## src/core/power_up_pkg.sv

```systemverilog
// Purpose: Constants and carriers for the power-up mode sequencer
// Assumes: 100 MHz clk_sys, asynchronous active-high rst from the on-chip POR
// Notes:   Start-up mode is chosen at build time
// How it works
// - Three start-up modes exist and one governs how the part becomes ready.
// - In immediate mode the power-on reset clears all state and the part runs.
// - In immediate mode the completion line floats as soon as reset ends.
// - Delayed mode adds a 50 ms reset hold after power-on reset.
// - During the delayed hold the completion line is driven low, then floats.
// - Immediate and delayed modes need no configuration data at all.
// - Emulation mode takes a full bitstream from the external source.
// - After the whole bitstream the part frees the line, then initialises.
// - With the init-complete output in use, operation starts in the cycle of its release.
// - No output is driven until operating conditions are reached.
package power_up_pkg;

    typedef enum logic [1:0] {
        MODE_IMMEDIATE,
        MODE_DELAYED,
        MODE_EMULATION
    } start_mode_e;

    // Extra reset hold of delayed mode
    localparam int unsigned HOLD_TIME_MS   = 50;
    localparam int unsigned CLK_FREQ_KHZ   = 100000;
    localparam int unsigned HOLD_CYCLES    = HOLD_TIME_MS * CLK_FREQ_KHZ;
    // Default emulated bitstream length in bits
    localparam int unsigned STREAM_BITS    = 1024;
    // Initialization phase length after the last bit
    localparam int unsigned INIT_CYCLES    = 16;
    // Supply-good settle length before any drive
    localparam int unsigned SETTLE_CYCLES  = 4;

    // Open-drain pin as two signals
    typedef struct packed {
        logic out;
        logic oe;
    } od_drive_s;

endpackage : power_up_pkg

```

## src/core/power_up_mode_sequencer.sv

```systemverilog
// Purpose: Sequences release after power-on reset in one of three modes
// Assumes: rst is the on-chip power-on reset; pins are synchronised here
// Notes:   Emulation takes one serial bit per rising edge of the data clock
`timescale 1ns/100ps
module power_up_mode_sequencer #(
    parameter power_up_pkg::start_mode_e START_MODE =
        power_up_pkg::MODE_IMMEDIATE,
    parameter int unsigned HOLD_CYCLES  = power_up_pkg::HOLD_CYCLES,
    parameter int unsigned STREAM_BITS  = power_up_pkg::STREAM_BITS,
    parameter int unsigned INIT_CYCLES  = power_up_pkg::INIT_CYCLES,
    parameter bit          USE_INIT_OUT = 1'b1
) (
    input  wire logic clk_sys,
    input  wire logic rst,
    input  wire logic supply_good,
    input  wire logic cfg_clk_pin,
    input  wire logic cfg_data_pin,
    input  wire logic configuration_complete_line_in,
    output logic      configuration_complete_line_out,
    output logic      configuration_complete_line_oe,
    output logic      init_complete_out,
    output logic      init_complete_oe,
    output logic      user_reset,
    output logic      user_run,
    output logic      outputs_enable
);
    typedef enum logic [2:0] {
        ST_SETTLE,
        ST_HOLD,
        ST_RECEIVE,
        ST_INIT,
        ST_RUN
    } seq_state_e;

    typedef struct packed {
        seq_state_e             st;
        logic [1:0]             sync_supply;
        logic [1:0]             sync_clk;
        logic [1:0]             sync_data;
        logic [1:0]             sync_line;
        logic                   clk_prev;
        logic [31:0]            bit_count;
        logic [7:0]             settle;
        logic                   timer_start;
        power_up_pkg::od_drive_s done_pin;
        power_up_pkg::od_drive_s init_pin;
        logic                   user_reset;
        logic                   user_run;
        logic                   outputs_enable;
    } seq_s;

    seq_s        state_reg;
    seq_s        state_next;
    logic        timer_done;
    logic [31:0] timer_span;

    assign timer_span = (START_MODE == power_up_pkg::MODE_DELAYED)
                        ? HOLD_CYCLES[31:0] : INIT_CYCLES[31:0];

    cycle_timer #(
        .WIDTH (32)
    ) u_timer (
        .clk_sys (clk_sys),
        .rst     (rst),
        .start   (state_reg.timer_start),
        .span    (timer_span),
        .done    (timer_done)
    );

    always_comb begin
        state_next = state_reg;
        state_next.sync_supply = {state_reg.sync_supply[0], supply_good};
        state_next.sync_clk    = {state_reg.sync_clk[0], cfg_clk_pin};
        state_next.sync_data   = {state_reg.sync_data[0], cfg_data_pin};
        state_next.sync_line   = {state_reg.sync_line[0],
                                  configuration_complete_line_in};
        state_next.clk_prev    = state_reg.sync_clk[1];
        state_next.timer_start = 1'b0;
        case (state_reg.st)
            ST_SETTLE: begin
                if (!state_reg.sync_supply[1]) begin
                    state_next.settle = '0;
                end else if (state_reg.settle !=
                             power_up_pkg::SETTLE_CYCLES[7:0]) begin
                    state_next.settle = state_reg.settle + 8'h01;
                end else begin
                    state_next.outputs_enable = 1'b1;
                    case (START_MODE)
                        power_up_pkg::MODE_DELAYED: begin
                            state_next.done_pin.oe = 1'b1;
                            state_next.timer_start = 1'b1;
                            state_next.st          = ST_HOLD;
                        end
                        power_up_pkg::MODE_EMULATION: begin
                            state_next.done_pin.oe = 1'b1;
                            state_next.init_pin.oe = USE_INIT_OUT;
                            state_next.bit_count   = '0;
                            state_next.st          = ST_RECEIVE;
                        end
                        default: begin
                            state_next.done_pin.oe = 1'b0;
                            state_next.user_reset  = 1'b0;
                            state_next.user_run    = 1'b1;
                            state_next.st          = ST_RUN;
                        end
                    endcase
                end
            end
            ST_HOLD: begin
                if (timer_done && !state_reg.timer_start) begin
                    state_next.done_pin.oe = 1'b0;
                    state_next.user_reset  = 1'b0;
                    state_next.user_run    = 1'b1;
                    state_next.st          = ST_RUN;
                end
            end
            // count bits on data clock rise
            ST_RECEIVE: begin
                if (state_reg.sync_clk[1] && !state_reg.clk_prev) begin
                    state_next.bit_count = state_reg.bit_count + 32'h1;
                    if (state_reg.bit_count == STREAM_BITS[31:0] - 32'h1) begin
                        state_next.timer_start = 1'b1;
                        state_next.st          = ST_INIT;
                    end
                end
            end
            ST_INIT: begin
                state_next.done_pin.oe = 1'b0;
                if (timer_done && !state_reg.timer_start) begin
                    // run starts in the same cycle the init output is released
                    state_next.init_pin.oe = 1'b0;
                    state_next.user_reset  = 1'b0;
                    state_next.user_run    = 1'b1;
                    state_next.st          = ST_RUN;
                end
            end
            ST_RUN: begin
                state_next.user_run = 1'b1;
            end
            default: begin
                state_next.st = ST_SETTLE;
            end
        endcase
    end

    always_ff @(posedge clk_sys or posedge rst) begin
        if (rst) begin
            state_reg            <= '0;
            state_reg.st         <= ST_SETTLE;
            state_reg.user_reset <= 1'b1;
        end else begin
            state_reg <= state_next;
        end
    end

    assign configuration_complete_line_out = state_reg.done_pin.out;
    assign configuration_complete_line_oe  = state_reg.done_pin.oe;
    assign init_complete_out               = state_reg.init_pin.out;
    assign init_complete_oe                = state_reg.init_pin.oe;
    assign user_reset                      = state_reg.user_reset;
    assign user_run                        = state_reg.user_run;
    assign outputs_enable                  = state_reg.outputs_enable;
endmodule : power_up_mode_sequencer

```

## src/core/cycle_timer.sv

```systemverilog
// Purpose: Down counter that reports when a programmed span has elapsed
// Assumes: Same clock as its user
// Notes:   Loads on start, done is a level until next start
`timescale 1ns/100ps
module cycle_timer #(
    parameter int unsigned WIDTH = 32
) (
    input  wire logic             clk_sys,
    input  wire logic             rst,
    input  wire logic             start,
    input  wire logic [WIDTH-1:0] span,
    output logic                  done
);
    typedef struct packed {
        logic [WIDTH-1:0] count;
        logic             run;
        logic             done;
    } timer_s;

    timer_s state_reg;
    timer_s state_next;

    always_comb begin
        state_next = state_reg;
        if (start) begin
            state_next.count = span;
            state_next.run   = 1'b1;
            state_next.done  = 1'b0;
        end else if (state_reg.run) begin
            if (state_reg.count <= {{(WIDTH-1){1'b0}}, 1'b1}) begin
                state_next.run  = 1'b0;
                state_next.done = 1'b1;
            end else begin
                state_next.count = state_reg.count - 1'b1;
            end
        end
    end

    always_ff @(posedge clk_sys or posedge rst) begin
        if (rst) begin
            state_reg <= '0;
        end else begin
            state_reg <= state_next;
        end
    end

    assign done = state_reg.done;
endmodule : cycle_timer

```

## config.mk

```make
export PLATFORM = sky130hd
export DESIGN_NAME = power_up_mode_sequencer
export DESIGN_NICKNAME = d
export VERILOG_FILES = /design/src/core/power_up_pkg.sv /design/src/core/power_up_mode_sequencer.sv /design/src/core/cycle_timer.sv
export SDC_FILE = /design/constraint.sdc
export NUM_CORES = 1
export LEC_CHECK = 0
export ABC_CLOCK_PERIOD_IN_PS = 2300
export CORE_MARGIN = 10
export CORE_UTILIZATION = 40
export CTS_CLUSTER_SIZE = 25
export DETAILED_ROUTE_END_ITERATION = 8
export DONT_BUFFER_PORTS = 1
export GPL_ROUTABILITY_DRIVEN = 0
export PLACE_DENSITY = 0.6
export REMOVE_ABC_BUFFERS = 1
export SYNTH_ARGS = -nofsm -noshare
export SYNTH_HDL_FRONTEND = slang
export SYNTH_SLANG_ARGS = --single-unit
```

## constraint.sdc

```tcl
create_clock -name clk_sys -period 2.3 [get_ports clk_sys]
set_clock_uncertainty 0.15 [all_clocks]
set_input_delay 0.115 -clock clk_sys [delete_from_list [all_inputs] [get_ports clk_sys]]
set_output_delay 0.115 -clock clk_sys [all_outputs]
set_load 0.005 [all_outputs]
```

==> impl_metrics.tcl <==
set metrics [dict create \
    htree_num_levels 1 \
    synth_cell_types 22 \
    fp.coreArea_sq_um 1490 \
    share_clk_of_total_power 0.273 \
    placementRows 14 \
    criticalPathCategory "reg -> reg" \
    status "completed" \
    fp.dieH_microns 59.4 \
    tritoncts.num_buffers 3 \
    maxCapViolations 0 \
    sequentialPowerShare 0.523 \
    grt_pass1_vias 409 \
    cts.path.max_buffers 2 \
    detail_route.wirelength_microns 978 \
    holdCritPathClass "in -> async" \
    largest_register_ffs 10 \
    cts_num_sinks 14 \
    cts_tree "done" \
    critPathSlowestCell "dfrtp_1" \
    detail_routed_via_count_per_cell 4.80 \
    timing.critical_path.required_ps 2310 \
    startpoint_type "register" \
    routed_wire_length_per_instance_microns 12.2 \
    insertedDiodeCount 0 \
    totalNegativeSetupSlack_ps 0 \
    setup_viol_count_final 0 \
    gr-total-overflow 0 \
    wl_met3_microns 103 \
    postCtsSetupBuffers 0 \
    timing.fmax_mhz 533 \
    path_buf_inv 1 \
    hold_violations_final 0 \
    drc 0 \
    critical_path.max_fanout 5 \
    fin_crit_ps 1870 \
    final_layout_size_suffix_gt1_frac 0.109 \
    clk_root_buffer_cell "clkbuf_4" \
    cp_cell_sequence "inv_1 > ha_1 > and4b_1 > a21oi_1 > and4_1 > xnor2_1 > nor2_1" \
    antenna_found_initial 0 \
    crit_path_end_kind "register" \
    max-vdd-ir-drop_uv 378 \
    final_net_count 73 \
    grt_start_max_net_pins 15 \
    internal-power_uw 439 \
    floorplan.initialDensity 0.416 \
    chipWidth_microns 59.4 \
    unrepaired_setup_endpoints_after_global_routing "no" \
    synth_area_per_cell_sq_um 10.7 \
    port-buffer-count 0 \
    pwr-share-comb 0.204 \
    share_of_synthesized_area_occupied_by_flip_flops_and_latches 0.568 \
    detail_route.iter0.violations 2 \
    power-per-cell-area_nw_per_um2 931 \
    timing.final.crit_share 0.815 \
    cp_top_delay_family "simple AND/OR/NAND/NOR gates" \
    vias_after_detailed_routing 384 \
    syn_to_final_growth_pct 10.5 \
    top_layer "met4" \
    timing.slew.headroom 0.665 \
    preCtsSetupSlack_ps 429 \
    global_route_wire_length_before_repair_microns 1850 \
    sw_frac_of_total 0.311 \
    final_antenna_violating_net_count 0 \
    worstPathArrival_ps 1880 \
    hpwlAfterDp_microns 757 \
    clock_latency_ps 280 \
    setup_slack_ps 425 \
    met1_length_microns 473 \
    post_synth_design_cell_area_sq_um 619 \
    clk_transition_reported_paths_ps 80 \
    synthesis.instances 58 \
    ios 13 \
    die-area_sq_um 3520 \
    max_stage_delay_on_crit_path_ps 410 \
    yosysWarningCount 0 \
    transition_time_at_the_pin_with_the_least_slew_margin_ps 502 \
    netSwitchingPower_uw 198 \
    share_of_the_core_filled_with_cells_in_the_final_layout 0.460 \
    synth-seq-cells 14 \
    dr.pass1.iters 4 \
    leakagePower_uw 0.000329 \
    totalPowerFinal_uw 637 \
    met2_wire_length_microns 386 \
    grt_use_total 0.0678 \
    timing_max_transition_violations_final 0 \
    fill_cells 141 \
]
## layout by cell type, fill, tap and decap left out, types with 2 or more instances in the layout
cell type and instances:
dfrtp_1 13, nor2_1 8, inv_1 4, clkbuf_4 3
conb_1 4, xnor2_1 2, xor2_1 4, dlygate4sd3_1 2
nand4_1 2, nand3_1 2, o21ai_0 2, nand2_1 4
ha_1 2
## final timing paths
| path | start | endpoint | slack (ps) | cells past startpoint |
|---|---|---|---|---|
| worst max register to register | state_reg[8]$_DFFE_PP0P_ | state_reg[11]$_DFFE_PP0P_ | 430 | 7 |
| min in group clk_sys | state_next[56]$_DFF_PP0_ | state_reg[56]$_DFF_PP0_ | 200 | 0 |
| worst max-delay path | state_reg[8]$_DFFE_PP0P_ | state_reg[11]$_DFFE_PP0P_ | 430 | 7 |
| worst min-delay path | rst | state_reg[10]$_DFFE_PP0P_ | 140 | 2 |
| max in group asynchronous | rst | user_reset$_DFFE_PP1P_ | 1500 | 2 |
| worst min register to register | state_next[56]$_DFF_PP0_ | state_reg[56]$_DFF_PP0_ | 200 | 0 |
## metrics by stage
stage               std cells  area, sq um  hold WS, ps
floorplan                  57          601         -146
global placement           74          628        -82.2
detailed placement         74          628        -76.1
CTS                        80          684          158
global route               80          684          201
finish                     80          684          143
## power groups by stage
stage | Sequential [uW] | Clock [uW] | Combinational, uW
2_1_floorplan | 326 | 0 | 93.8
3_3_place_gp | 337 | 0 | 127
3_5_place_dp | 337 | 0 | 130
4_1_cts | 334 | 182 | 134
5_1_grt | 344 | 192 | 156
6_report | 333 | 174 | 130
## synth_stat cells
library cell / instances / share of area
nor4b_1: 1 / 0.014
inv_1: 4 / 0.024
ha_1: 2 / 0.040
conb_1: 1 / 0.0061
nor2_1: 8 / 0.048
and4_1: 1 / 0.014
nand2_1: 4 / 0.024
xnor2_1: 2 / 0.028
nand4_1: 2 / 0.020
nand2b_1: 1 / 0.010
and4b_1: 1 / 0.016
dfrtp_1: 13 / 0.53
dfstp_2: 1 / 0.042
a21oi_1: 1 / 0.0081
nor4_1: 1 / 0.010
or2_2: 1 / 0.010
nor2b_1: 1 / 0.010
o21ai_0: 2 / 0.016
and3_1: 1 / 0.010
buf_4: 4 / 0.048
nand3_1: 2 / 0.016
xor2_1: 4 / 0.057
## per-layer routing
metal / vias up / GRT usage
met4: 0 / 0.0295
met5: - / 0
li1: 194 / -
met2: 12 / 0.0996
met1: 174 / 0.0767
met3: 4 / 0.0408
## cell families after synthesis
group	Yosys count	share of synthesized area
xor gates and xnor gates	6	0.0848
adders and majority gates	2	0.0404
other	1	0.00605
AOI/OAI and AO/OA	3	0.0242
DFF	14	0.568
buffers and inverters	8	0.0727
and+or+nand+nor	24	0.204
## area by class of cell
cell class	count	area, sq um	share of cell area
Multi-Input combinational cell	39	234	0.342
Inverter	4	15.0	0.0219
Clock buffer	4	36.3	0.0530
Tap cell	16	20.0	0.0293
Sequential cell	14	352	0.514
Timing Repair Buffer	3	27.5	0.0402
## timing repair
item | in CTS | in global routing
endpoints found under the setup margin | 0 | 0
gates resized for setup | 0 | 0
endpoints found under the hold margin | 15 | 0
hold buffers | 2 | 0
Power figures use the tool's default switching activity.
